<file path="config.mk">
export PLATFORM = sky130hd
export DESIGN_NAME = hv_measurement_path_control
export DESIGN_NICKNAME = d
export VERILOG_FILES = /design/src/hw/hv_meas_pkg.sv /design/src/hw/hv_pin_gate.sv /design/src/hw/hv_measurement_path_control.sv
export SDC_FILE = /design/constraint.sdc
export NUM_CORES = 1
export LEC_CHECK = 0
export ABC_CLOCK_PERIOD_IN_PS = 1700
export BUFFER_PORTS_ARGS = -buffer_cell sky130_fd_sc_hd__buf_2
export CAP_MARGIN = 5
export CELL_PAD_IN_SITES_DETAIL_PLACEMENT = 1
export CELL_PAD_IN_SITES_GLOBAL_PLACEMENT = 1
export CORE_UTILIZATION = 34
export CTS_CLUSTER_DIAMETER = 50
export DETAILED_ROUTE_END_ITERATION = 10
export PLACE_DENSITY_LB_ADDON = 0.2
export RECOVER_POWER = 25
export SYNTH_ARGS = -nofsm -noshare
export SYNTH_HDL_FRONTEND = slang
export SYNTH_SLANG_ARGS = --single-unit
</file>
<file path="constraint.sdc">
create_clock -name I_REF_CLK -period 1.7 [get_ports I_REF_CLK]
set_clock_uncertainty 0.15 [all_clocks]
set_input_delay 0.17 -clock I_REF_CLK [delete_from_list [all_inputs] [get_ports I_REF_CLK]]
set_output_delay 0.17 -clock I_REF_CLK [all_outputs]
set_load 0.005 [all_outputs]
</file>
<file path="src/hw/hv_meas_pkg.sv">
// Purpose: Constants for the high-voltage measurement path control
// Assumes: Mode codes come from the chip mode controller
// Notes: Mode and pin config codes are local choices
// Function
// RULE1 - After reset measurement is off, the path switch is open and both pins work normally.
// RULE2 - A set enable closes the path switch only in Normal mode and keeps it open elsewhere.
// RULE3 - Leaving Normal mode opens the switch but keeps the enable, so returning recloses it.
// RULE4 - While enabled, pulls on both pins are off and their inputs are cut from wake and level logic.
// RULE5 - While enabled, pull, wake source and general pin settings are stored but not applied.
// RULE6 - While enabled, wake event and wake level flags are not updated from the two pins.
// RULE7 - While enabled, a Sleep command with only the two pins as wake sources sets the fault flag and goes to Restart.
// RULE8 - While enabled, fail output driving, its test command and all pin general and wake functions are off.
// RULE9 - While enabled, any attempt to change the general pin setting sets the fault flag.
// RULE10 - Setting the enable is refused with a fault flag unless the general pin is configured off.
// RULE11 - While enabled, wake enable bits for the pins are stored but not acted on.
// RULE12 - Entering Fail-Safe with measurement on keeps the setting and holds the switch open.
// RULE13 - Entering Fail-Safe with measurement off enables the sense pin as a wake source.
// RULE14 - The fault flag stays set until software clears it, and a refused write keeps the old enable.
package hv_meas_pkg;
    localparam logic [2:0] MODE_NORMAL = 3'h0;
    localparam logic [2:0] MODE_STOP = 3'h1;
    localparam logic [2:0] MODE_SLEEP = 3'h2;
    localparam logic [2:0] MODE_RESTART = 3'h3;
    localparam logic [2:0] MODE_FAILSAFE = 3'h4;
    localparam logic [2:0] GPIO_CFG_OFF = 3'h0;
    localparam logic [2:0] GPIO_CFG_WAKE = 3'h1;
    localparam logic [1:0] PULL_WIDTH_CFG = 2'h2;
    localparam logic MEAS_RESET = 1'b0;
    localparam logic FAULT_RESET = 1'b0;
endpackage : hv_meas_pkg

</file>
<file path="src/hw/hv_pin_gate.sv">
// Purpose: Gates pin settings and inputs while measurement is on
// Assumes: Inputs are already synchronised
// Notes: Purely combinational
`timescale 1ns/100ps
module hv_pin_gate (
    input wire logic i_meas,
    input wire logic [3:0] i_pull_cfg,
    input wire logic i_sense_in,
    input wire logic i_gpio_in,
    input wire logic i_sense_wake_en,
    input wire logic i_gpio_wake_en,
    input wire logic i_fail_drive,
    input wire logic i_gpio_drive,
    output logic [3:0] o_pull_cfg,
    output logic o_sense_in,
    output logic o_gpio_in,
    output logic o_sense_wake_en,
    output logic o_gpio_wake_en,
    output logic o_fail_drive,
    output logic o_gpio_drive
);
    always_comb begin
        o_pull_cfg = i_meas ? 4'h0 : i_pull_cfg; // [RULE4] [RULE5]
        o_sense_in = i_meas ? 1'b0 : i_sense_in; // [RULE4]
        o_gpio_in = i_meas ? 1'b0 : i_gpio_in; // [RULE4]
        o_sense_wake_en = i_meas ? 1'b0 : i_sense_wake_en; // [RULE11]
        o_gpio_wake_en = i_meas ? 1'b0 : i_gpio_wake_en; // [RULE11]
        o_fail_drive = i_meas ? 1'b0 : i_fail_drive; // [RULE8]
        o_gpio_drive = i_meas ? 1'b0 : i_gpio_drive; // [RULE8]
    end
endmodule : hv_pin_gate

</file>
<file path="src/hw/hv_measurement_path_control.sv">
// Purpose: Measurement enable, path switch, pin gating and fault flag
// Assumes: Pin levels come from pads; control strobes come from the SPI logic on I_REF_CLK
// Notes: All outputs registered
`timescale 1ns/100ps
module hv_measurement_path_control (
    input wire logic I_REF_CLK,
    input wire logic I_SRST,
    input wire logic [2:0] I_MODE,
    input wire logic I_MEAS_WR,
    input wire logic I_MEAS_WDATA,
    input wire logic I_GPIO_CFG_WR,
    input wire logic [2:0] I_GPIO_CFG_WDATA,
    input wire logic I_FAULT_CLR,
    input wire logic I_SLEEP_CMD,
    input wire logic [3:0] I_PULL_CFG,
    input wire logic I_SENSE_WAKE_EN,
    input wire logic I_FAIL_OUTPUT_TEST,
    input wire logic I_FAIL_REQ,
    input wire logic I_GPIO_OUT,
    input wire logic I_SENSE_PIN,
    input wire logic I_GPIO_PIN,
    output logic O_MEAS_ENABLE,
    output logic O_PATH_SWITCH,
    output logic O_CMD_FAULT,
    output logic O_GOTO_RESTART,
    output logic O_GOTO_SLEEP,
    output logic [3:0] O_PULL_CFG,
    output logic O_SENSE_LEVEL,
    output logic O_GPIO_LEVEL,
    output logic O_STATUS_UPDATE_EN,
    output logic O_SENSE_WAKE_ACTIVE,
    output logic O_GPIO_WAKE_ACTIVE,
    output logic O_FAIL_DRIVE,
    output logic O_GPIO_DRIVE,
    output logic [2:0] O_GPIO_CFG
);
    // ----------------------------------------
    // Pin synchronisers
    // ----------------------------------------
    logic [1:0] sense_sync;
    logic [1:0] gpio_sync;
    always_ff @(posedge I_REF_CLK) begin
        if (I_SRST) begin
            sense_sync <= 2'h0;
            gpio_sync <= 2'h0;
        end else begin
            sense_sync <= {sense_sync[0], I_SENSE_PIN};
            gpio_sync <= {gpio_sync[0], I_GPIO_PIN};
        end
    end

    // ----------------------------------------
    // Enable and general pin configuration
    // ----------------------------------------
    logic meas;
    logic [2:0] gpio_cfg;
    logic set_refused;
    logic cfg_refused;
    logic sleep_refused;
    logic failsafe_q;
    logic fs_entry;
    logic fs_wake;
    assign set_refused = I_MEAS_WR && I_MEAS_WDATA && !meas && (gpio_cfg != hv_meas_pkg::GPIO_CFG_OFF);
    assign cfg_refused = I_GPIO_CFG_WR && meas;
    assign sleep_refused = I_SLEEP_CMD && meas;
    assign fs_entry = (I_MODE == hv_meas_pkg::MODE_FAILSAFE) && !failsafe_q;

    always_ff @(posedge I_REF_CLK) begin
        if (I_SRST) begin
            meas <= hv_meas_pkg::MEAS_RESET; // [RULE1]
        end else if (I_MEAS_WR && !set_refused) begin
            meas <= I_MEAS_WDATA; // [RULE3] [RULE12] [RULE14]
        end
    end

    always_ff @(posedge I_REF_CLK) begin
        if (I_SRST) begin
            gpio_cfg <= hv_meas_pkg::GPIO_CFG_OFF;
        end else if (I_GPIO_CFG_WR) begin
            gpio_cfg <= I_GPIO_CFG_WDATA; // [RULE5]
        end
    end

    always_ff @(posedge I_REF_CLK) begin
        if (I_SRST) begin
            failsafe_q <= 1'b0;
            fs_wake <= 1'b0;
        end else begin
            failsafe_q <= (I_MODE == hv_meas_pkg::MODE_FAILSAFE);
            if (fs_entry && !meas) begin
                fs_wake <= 1'b1; // [RULE13]
            end else if (I_MODE == hv_meas_pkg::MODE_NORMAL) begin
                fs_wake <= 1'b0;
            end
        end
    end

    // ----------------------------------------
    // Command fault flag
    // ----------------------------------------
    always_ff @(posedge I_REF_CLK) begin
        if (I_SRST) begin
            O_CMD_FAULT <= hv_meas_pkg::FAULT_RESET;
        end else if (set_refused || cfg_refused || sleep_refused) begin
            O_CMD_FAULT <= 1'b1; // [RULE7] [RULE9] [RULE10] [RULE14]
        end else if (I_FAULT_CLR) begin
            O_CMD_FAULT <= 1'b0; // [RULE14]
        end
    end

    // ----------------------------------------
    // Sleep redirection
    // ----------------------------------------
    always_ff @(posedge I_REF_CLK) begin
        if (I_SRST) begin
            O_GOTO_RESTART <= 1'b0;
            O_GOTO_SLEEP <= 1'b0;
        end else begin
            O_GOTO_RESTART <= sleep_refused; // [RULE7]
            O_GOTO_SLEEP <= I_SLEEP_CMD && !meas;
        end
    end

    // ----------------------------------------
    // Pin gating
    // ----------------------------------------
    logic [3:0] g_pull;
    logic g_sense;
    logic g_gpio;
    logic g_swake;
    logic g_gwake;
    logic g_fail;
    logic g_gdrv;
    hv_pin_gate u_gate (
        .i_meas(meas),
        .i_pull_cfg(I_PULL_CFG),
        .i_sense_in(sense_sync[1]),
        .i_gpio_in(gpio_sync[1]),
        .i_sense_wake_en(I_SENSE_WAKE_EN || fs_wake),
        .i_gpio_wake_en(gpio_cfg == hv_meas_pkg::GPIO_CFG_WAKE),
        .i_fail_drive(I_FAIL_REQ || I_FAIL_OUTPUT_TEST),
        .i_gpio_drive(I_GPIO_OUT),
        .o_pull_cfg(g_pull),
        .o_sense_in(g_sense),
        .o_gpio_in(g_gpio),
        .o_sense_wake_en(g_swake),
        .o_gpio_wake_en(g_gwake),
        .o_fail_drive(g_fail),
        .o_gpio_drive(g_gdrv)
    );

    always_ff @(posedge I_REF_CLK) begin
        if (I_SRST) begin
            O_MEAS_ENABLE <= 1'b0;
            O_PATH_SWITCH <= 1'b0; // [RULE1]
            O_PULL_CFG <= 4'h0;
            O_SENSE_LEVEL <= 1'b0;
            O_GPIO_LEVEL <= 1'b0;
            O_STATUS_UPDATE_EN <= 1'b1;
            O_SENSE_WAKE_ACTIVE <= 1'b0;
            O_GPIO_WAKE_ACTIVE <= 1'b0;
            O_FAIL_DRIVE <= 1'b0;
            O_GPIO_DRIVE <= 1'b0;
            O_GPIO_CFG <= hv_meas_pkg::GPIO_CFG_OFF;
        end else begin
            O_MEAS_ENABLE <= meas;
            O_PATH_SWITCH <= meas && (I_MODE == hv_meas_pkg::MODE_NORMAL); // [RULE2] [RULE3] [RULE12]
            O_PULL_CFG <= g_pull; // [RULE4]
            O_SENSE_LEVEL <= g_sense;
            O_GPIO_LEVEL <= g_gpio;
            O_STATUS_UPDATE_EN <= !meas; // [RULE6]
            O_SENSE_WAKE_ACTIVE <= g_swake || (fs_entry && !meas); // [RULE13]
            O_GPIO_WAKE_ACTIVE <= g_gwake;
            O_FAIL_DRIVE <= g_fail; // [RULE8]
            O_GPIO_DRIVE <= g_gdrv;
            O_GPIO_CFG <= meas ? hv_meas_pkg::GPIO_CFG_OFF : gpio_cfg; // [RULE5]
        end
    end

    // ----------------------------------------
    // Assertions
    // ----------------------------------------
    a_switch_mode: assert property (@(posedge I_REF_CLK) disable iff (I_SRST) // [RULE2]
        ##1 O_PATH_SWITCH == ($past(meas) && $past(I_MODE) == hv_meas_pkg::MODE_NORMAL))
        else $error("switch state wrong");
    a_keep_enable: assert property (@(posedge I_REF_CLK) disable iff (I_SRST) // [RULE3]
        (meas && !I_MEAS_WR) |=> meas) else $error("enable lost");
    a_pull_off: assert property (@(posedge I_REF_CLK) disable iff (I_SRST) // [RULE4]
        meas |=> O_PULL_CFG == 4'h0) else $error("pull not off");
    a_level_cut: assert property (@(posedge I_REF_CLK) disable iff (I_SRST) // [RULE4]
        meas |=> !O_SENSE_LEVEL && !O_GPIO_LEVEL) else $error("pin level not cut");
    a_cfg_held: assert property (@(posedge I_REF_CLK) disable iff (I_SRST) // [RULE5]
        meas |=> O_GPIO_CFG == hv_meas_pkg::GPIO_CFG_OFF) else $error("pin config applied");
    a_status_frozen: assert property (@(posedge I_REF_CLK) disable iff (I_SRST) // [RULE6]
        meas |=> !O_STATUS_UPDATE_EN) else $error("status not frozen");
    a_sleep_redirect: assert property (@(posedge I_REF_CLK) disable iff (I_SRST) // [RULE7]
        (I_SLEEP_CMD && meas) |=> O_GOTO_RESTART && O_CMD_FAULT && !O_GOTO_SLEEP)
        else $error("sleep not redirected");
    a_fail_blocked: assert property (@(posedge I_REF_CLK) disable iff (I_SRST) // [RULE8]
        meas |=> !O_FAIL_DRIVE && !O_GPIO_DRIVE) else $error("fail drive active");
    a_cfg_fault: assert property (@(posedge I_REF_CLK) disable iff (I_SRST) // [RULE9]
        (I_GPIO_CFG_WR && meas) |=> O_CMD_FAULT && O_GPIO_CFG == hv_meas_pkg::GPIO_CFG_OFF)
        else $error("cfg change unflagged");
    a_set_refused: assert property (@(posedge I_REF_CLK) disable iff (I_SRST) // [RULE10]
        set_refused |=> O_CMD_FAULT && !meas) else $error("refusal wrong");
    a_wake_ignored: assert property (@(posedge I_REF_CLK) disable iff (I_SRST) // [RULE11]
        meas |=> !O_GPIO_WAKE_ACTIVE) else $error("wake acted on");
    a_sense_wake_off: assert property (@(posedge I_REF_CLK) disable iff (I_SRST) // [RULE11]
        meas |=> !O_SENSE_WAKE_ACTIVE) else $error("sense wake acted on");
    a_failsafe_open: assert property (@(posedge I_REF_CLK) disable iff (I_SRST) // [RULE12]
        (I_MODE == hv_meas_pkg::MODE_FAILSAFE) |=> !O_PATH_SWITCH) else $error("switch closed in fail-safe");
    a_fs_wake: assert property (@(posedge I_REF_CLK) disable iff (I_SRST) // [RULE13]
        (fs_entry && !meas) |=> O_SENSE_WAKE_ACTIVE) else $error("fail-safe wake missing");
    a_fault_sticky: assert property (@(posedge I_REF_CLK) disable iff (I_SRST) // [RULE14]
        (O_CMD_FAULT && !I_FAULT_CLR) |=> O_CMD_FAULT) else $error("fault dropped");
    c_fs_wake: cover property (@(posedge I_REF_CLK) disable iff (I_SRST) fs_entry && !meas);
    c_path_closed: cover property (@(posedge I_REF_CLK) disable iff (I_SRST) O_PATH_SWITCH);
    c_refused: cover property (@(posedge I_REF_CLK) disable iff (I_SRST) set_refused);
    c_restart: cover property (@(posedge I_REF_CLK) disable iff (I_SRST) O_GOTO_RESTART);
    c_reclose: cover property (@(posedge I_REF_CLK) disable iff (I_SRST)
        O_PATH_SWITCH ##1 !O_PATH_SWITCH ##[1:20] O_PATH_SWITCH);
endmodule : hv_measurement_path_control

</file>
==> metrics, run 1 <==
area of the multi-input gates=282 µm²; fill count=275; worst path required time=1750 ps; setup repair bufs after CTS=0; CTS tree=yes; Tot GR Track Use=15.9%; share of the synthesized area in the top cell type=67.0%; flip-flop and latch area=581 µm²; drt drc=0; max-slew violations=0; Core Region=0.00230 mm²; worst endpoint data arrival time=1710 ps; pwr dens=975 mW/mm²; Initial Util=37.7%; GR peak layer=met2; Synth Register Bits=29; FF-to-FF End=O_FAIL_DRIVE; met1 Use GR=15.8%; Fin. Hold Viols=0; clock slew at reported path FFs=90 ps; combinational power share=10.9%; number of DRC markers in iteration 0=5; Via Count=745; Die Span Y=52.5 µm; Reg2Reg Depth=4; Yosys cell types=19; CP Class=reg2reg; grt ovf=0; nets@finish=165; final setup TNS=0 ps; worst relative slew slack=81.2%; Overall Power=0.00134 W; Hold Startpoint=I_GPIO_CFG_WR; largest net degree at the start of global routing=14; Achievable Freq=604 MHz; Sw Pwr=0.000294 W; DIE AREA=0.00276 mm²; WL per Instance=11.1 µm; final clock period utilization by the worst path=97.4%; status=finished, final reports clean; DP Wirelength=1.26 mm; min Tclk post-route=1660 ps; Area Growth Syn to Fin=58.4%; Seq/Total Area, Yosys=67.0%; vias in the first global route=704; most frequent cells in the layout=buf_2, dfxtp_1, dlygate4sd3_1; Final Non-Filler Cells=171; initial antenna violation count=0; first-pass GRT wire length=2.96 mm; H-tree levels=2; RSZ-0062 raised after global routing=no; met2 Use GR=26.6%; 1st-pass router iterations=3; Cells after DPL=144; I/O pin count=42; Worst VDD drop=0.506 mV; actual slew at the worst max-slew pin=281 ps; Synth area leader=dfxtp_1; clock latency on the worst-skew pair=310 ps; PortBufs=41; Sw Share=21.9%; MaxCap Viol Count=0; CTS Buffer Depth=2; Pleak=0.670 nW; Row Count=17; Syn Area/Cell=11.4 µm²; commonest non-fill, non-tap cell in the layout=buf_2; share of cells above drive strength 1=37.1%; Syn Nets=99; hold path cells=3; Hold Path Class=in2reg; yosys warns=0; FF-to-FF Start=meas; hold endpoint=gpio_cfg[2]; Final Setup Violations=0; synthesized cell area=867 µm²; Mapped Cells=76; Die Wd=52.5 µm; Antenna Cells=0; Hold WS=24.9 ps; Num CTS Buffers=5; Synth area leaders=dfxtp_1, and2_1, nor2b_1; RePlAce Congestion=0.592; Pint=0.00105 W; Clk pwr share=34.6%; Crit Path Max Fanout=9; CTS root buf=clkbuf_4; Sink Count=29; R2R setup slack=40 ps; critical path capture point type=flip-flop; met3 Track Usage GR=6.96%; number of routed nets with antenna violations=0; Flop pwr share=54.5%; drt total wl=1.89 mm; vias per cell=4.36; Setup crit start kind=flip-flop
==> final cells by class <==
| type | instances | share of cell area [%] |
|---|---|---|
| multi-input combinational | 44 | 20.5 |
| clock buffer | 7 | 4.74 |
| sequential | 29 | 42.3 |
| tap | 28 | 2.55 |
| inverter | 1 | 0.273 |
| clock inverter | 1 | 0.364 |
| timing repair buffer | 61 | 29.3 |
==> registers in the layout, summed over array words and instances (netlist names) <==
| register | count |
|---|---|
| O_STATUS_UPDATE_EN | 1 |
| O_GOTO_RESTART | 1 |
| fs_wake | 1 |
| gpio_cfg | 3 |
| failsafe_q | 1 |
| O_SENSE_WAKE_ACTIVE | 1 |
| meas | 1 |
| O_GPIO_CFG | 3 |
| O_PATH_SWITCH | 1 |
| gpio_sync | 2 |
| O_GOTO_SLEEP | 1 |
| O_GPIO_DRIVE | 1 |
| O_FAIL_DRIVE | 1 |
| O_GPIO_WAKE_ACTIVE | 1 |
| O_PULL_CFG | 4 |
| O_CMD_FAULT | 1 |
| sense_sync | 2 |
| O_MEAS_ENABLE | 1 |
| O_GPIO_LEVEL | 1 |
| O_SENSE_LEVEL | 1 |
==> timing repair <==
item	CTS	global route
resized for setup	0	2
hold endpoints to repair	17	0
setup endpoints to repair	0	1
hold buffers	19	0
==> cell families after synthesis <==
kind of cell    after synthesis  share of synthesized area (%)
simple gates                 36                           23.8
flops                        29                           67.0
buf+inv                       3                           1.44
mux                           3                           3.46
compound gates                5                           4.33
==> critical path: stages (launching register included) <==
cell and delay [ps]:
dfxtp_1 490, nor2_4 80, buf_4 170, o21a_1 100, dlygate4sd3_1 550
==> metal layers <==
metal,vias to the layer above,part of all wire [%]
li1,376,-
met1,339,42
met2,26,51
met3,4,5.5
met4,0,2.2
met5,-,0
==> power by group through the flow <==
stage	combinational (W)	sequential [W]	clock (W)
after detailed placement	0.000110	0.000745	0
after global placement	0.000107	0.000744	0
after CTS	0.000145	0.000729	0.000487
after floorplan	0.0000461	0.000746	0
after global routing	0.000163	0.000734	0.000523
final	0.000146	0.000730	0.000464
==> cells in the mapped netlist <==
| cell type | n |
|---|---|
| nand2b_1 | 2 |
| buf_2 | 1 |
| o31a_2 | 1 |
| dfxtp_1 | 29 |
| buf_1 | 1 |
| and2_1 | 13 |
| nor3b_2 | 1 |
| or3b_1 | 1 |
| nor4_1 | 1 |
| a21oi_1 | 1 |
| nor2_1 | 8 |
| mux2i_1 | 3 |
| o311a_1 | 1 |
| o21ai_0 | 1 |
| nand2_1 | 1 |
| nor2b_1 | 5 |
| inv_1 | 1 |
| o21a_1 | 1 |
| nor3_1 | 4 |
==> how the worst max path moves through the flow <==
stage                          endpoint  slack, ps         from  cells past startpoint
final                      O_FAIL_DRIVE         40         meas                      4
after global routing       O_FAIL_DRIVE        0.5         meas                      4
after CTS                  O_FAIL_DRIVE         40         meas                      4
after detailed placement  O_PULL_CFG[3]        570         meas                      3
after global placement     O_GPIO_DRIVE        580         meas                      3
after floorplan             O_CMD_FAULT        690  gpio_cfg[1]                      3
==> per-stage QoR <==
step                util [%]  worst slack, ps  area (µm²)
floorplan                  -              692         867
global placement        48.1              583        1110
detailed placement      48.1              574        1110
CTS                     59.5             37.2        1370
global route            59.8            0.487        1370
finish                  59.8             44.8        1370
(Power assumes the default switching activity.)
==> inputs of run 2 (changes only) <==
--- a/config.mk
+++ b/config.mk
@@ -13,8 +13,10 @@
 export CORE_UTILIZATION = 34
 export CTS_CLUSTER_DIAMETER = 50
 export DETAILED_ROUTE_END_ITERATION = 10
-export PLACE_DENSITY_LB_ADDON = 0.2
+export PLACE_DENSITY = 0.83
 export RECOVER_POWER = 25
+export REMOVE_ABC_BUFFERS = 1
+export SETUP_SLACK_MARGIN = 0.3
 export SYNTH_ARGS = -nofsm -noshare
 export SYNTH_HDL_FRONTEND = slang
 export SYNTH_SLANG_ARGS = --single-unit
==> metrics, run 2 (synthesis gave the netlist of run 1 again) <==
actual slew at the worst max-slew pin=277 ps (-3.47 ps); Overall Power=0.00134 W (-0.30%); Crit Path Max Fanout=3 (-6); first-pass GRT wire length=3.07 mm (+3.7%); DIE AREA=0.00276 mm² (unchanged); worst relative slew slack=81.4% (+0.11 points); min Tclk post-route=1370 ps (-286 ps); Final Non-Filler Cells=169 (-1.2%); Via Count=737 (-1.1%); Core Region=0.00230 mm² (unchanged); Antenna Cells=0 (unchanged); CTS tree=yes; vias in the first global route=742 (+5.4%); Pint=0.00104 W (-0.52%); worst path required time=1820 ps (+70 ps); RePlAce Congestion=0.687 (+16%); fill count=259 (-5.8%); MaxCap Viol Count=0 (unchanged); final clock period utilization by the worst path=80.6% (-17 points); Num CTS Buffers=5 (unchanged); post-route cell area=0.00135 mm² (-2.0%); Row Count=17 (unchanged); Setup crit start kind=primary input; DP Wirelength=1.40 mm (+11%); Sink Count=29 (unchanged); Sw Share=22.1% (+0.17 points); final setup TNS=0 ps (unchanged); Achievable Freq=730 MHz (+21%); Placed Instance Area=0.00111 mm² (unchanged); pwr dens=992 mW/mm² (+1.7%); RSZ-0062 raised after global routing=no; Clk pwr share=34.8% (+0.2 points); max-slew violations=0 (unchanged); critical path capture point type=flip-flop; Die Wd=52.5 µm (unchanged); Die Span Y=52.5 µm (unchanged); CP Cell Sequence=dlygate4sd3_1, buf_2, or3b_1, nor2_1, o31a_2; largest registers=O_PULL_CFG: 4 flops, O_GPIO_CFG: 3 flops, gpio_cfg: 3 flops; CP peak stage delay=530 ps (-20 ps); Crit-path slowest cell=dlygate4sd3_1; clock latency on the worst-skew pair=310 ps (about the same); 1st-pass router iterations=4 (+1); most frequent cells in the layout=buf_2, dfxtp_1, dlygate4sd3_1; drt total wl=2.02 mm (+6.7%); Final Setup Violations=0 (unchanged); Biggest register=O_PULL_CFG; post-CTS sizing=0 (unchanged); Tot GR Track Use=16.3% (+0.39 points); commonest non-fill, non-tap cell in the layout=buf_2; clock slew at reported path FFs=90 ps (about the same); initial antenna violation count=0 (unchanged); WL per Instance=11.9 µm (+7.9%); share of cells above drive strength 1=36.9% (-0.18 points); CTS root buf=clkbuf_4; Initial Util=37.7% (unchanged); Core Util, Final=58.6% (-1.2 points); largest net degree at the start of global routing=14 (unchanged); Fin. Hold Viols=0 (unchanged); grt ovf=0 (unchanged); nets@finish=163 (-1.2%); Sw Pwr=0.000295 W (+0.48%); I/O pin count=42 (unchanged); number of DRC markers in iteration 0=3 (-2); H-tree levels=2 (unchanged); worst endpoint data arrival time=1490 ps (-220 ps); drt drc=0 (unchanged); CP Class=in2reg; max reg flops=4 (unchanged); Area Growth Syn to Fin=55.3%; PortBufs=41 (unchanged); status=finished, final reports clean; CTS Buffer Depth=2 (unchanged); Flop pwr share=54.6% (about the same); number of routed nets with antenna violations=0 (unchanged); setup repair bufs after CTS=0 (unchanged); Cells after DPL=144 (unchanged); Pleak=0.655 nW (-2.2%); vias per cell=4.36 (about the same); Worst VDD drop=0.575 mV (+14%); Hold Path Class=in2reg; R2R setup slack=550 ps (+510 ps); combinational power share=10.5% (-0.4 points)
run 2: per-stage QoR:
| stage | hold WS, ps | setup WS [ps] |
|---|---|---|
| 2_1_floorplan | 91.6 | 506 |
| 3_3_place_gp | 219 | 576 |
| 3_5_place_dp | 226 | 549 |
| 4_1_cts | 6.11 | 337 |
| 5_1_grt | 9.38 | 314 |
| 6_report | 10.7 | 331 |
run 2: routing by layer:
layer | GRT usage (%) | part of all wire [%] | vias up
li1 | - | - | 375
met1 | 15.1 | 39 | 323
met2 | 30.4 | 52 | 34
met3 | 4.64 | 6.7 | 5
met4 | 10.5 | 2.3 | 0
met5 | 0 | 0 | -
run 2: final cells by class:
cell class              count  area [µm²]  area share, %
inverters                   1        3.75          0.279
flip-flops and latches     29         581           43.1
multi-input cells          44         274           20.4
well taps                  28        35.0           2.60
clock buffers               7        65.1           4.83
clock inverters             1        5.00          0.372
repair buffers             59         383           28.4
run 2: power groups by stage:
| stage | registers, W | clock network [W] | logic (W) |
|---|---|---|---|
| after CTS | 0.000730 | 0.000480 | 0.000140 |
| after global routing | 0.000734 | 0.000513 | 0.000156 |
| after detailed placement | 0.000746 | 0 | 0.000111 |
| after floorplan | 0.000746 | 0 | 0.0000419 |
| after global placement | 0.000744 | 0 | 0.000107 |
| final | 0.000730 | 0.000465 | 0.000141 |
run 2: what timing repair did:
item,CTS,global route
hold buffers,16,1
hold endpoints to repair,15,1
endpoints found under the setup margin,0,0
run 2: worst paths after layout:
kind | startpoint | endpoint | cells past startpoint
worst min-delay path | I_MODE[2] | fs_wake | 3
worst min register to register | sense_sync[1] | O_SENSE_LEVEL | 1
worst max-delay path | I_MODE[1] | O_SENSE_WAKE_ACTIVE | 5
worst max register to register | meas | O_GPIO_WAKE_ACTIVE | 3
run 2: critical path, delay by kind of cell:
kind                   cells  cell delay, ps
buffers and inverters      2             660
and+or+nand+nor            2             520
AOI/OAI and AO/OA          1             140
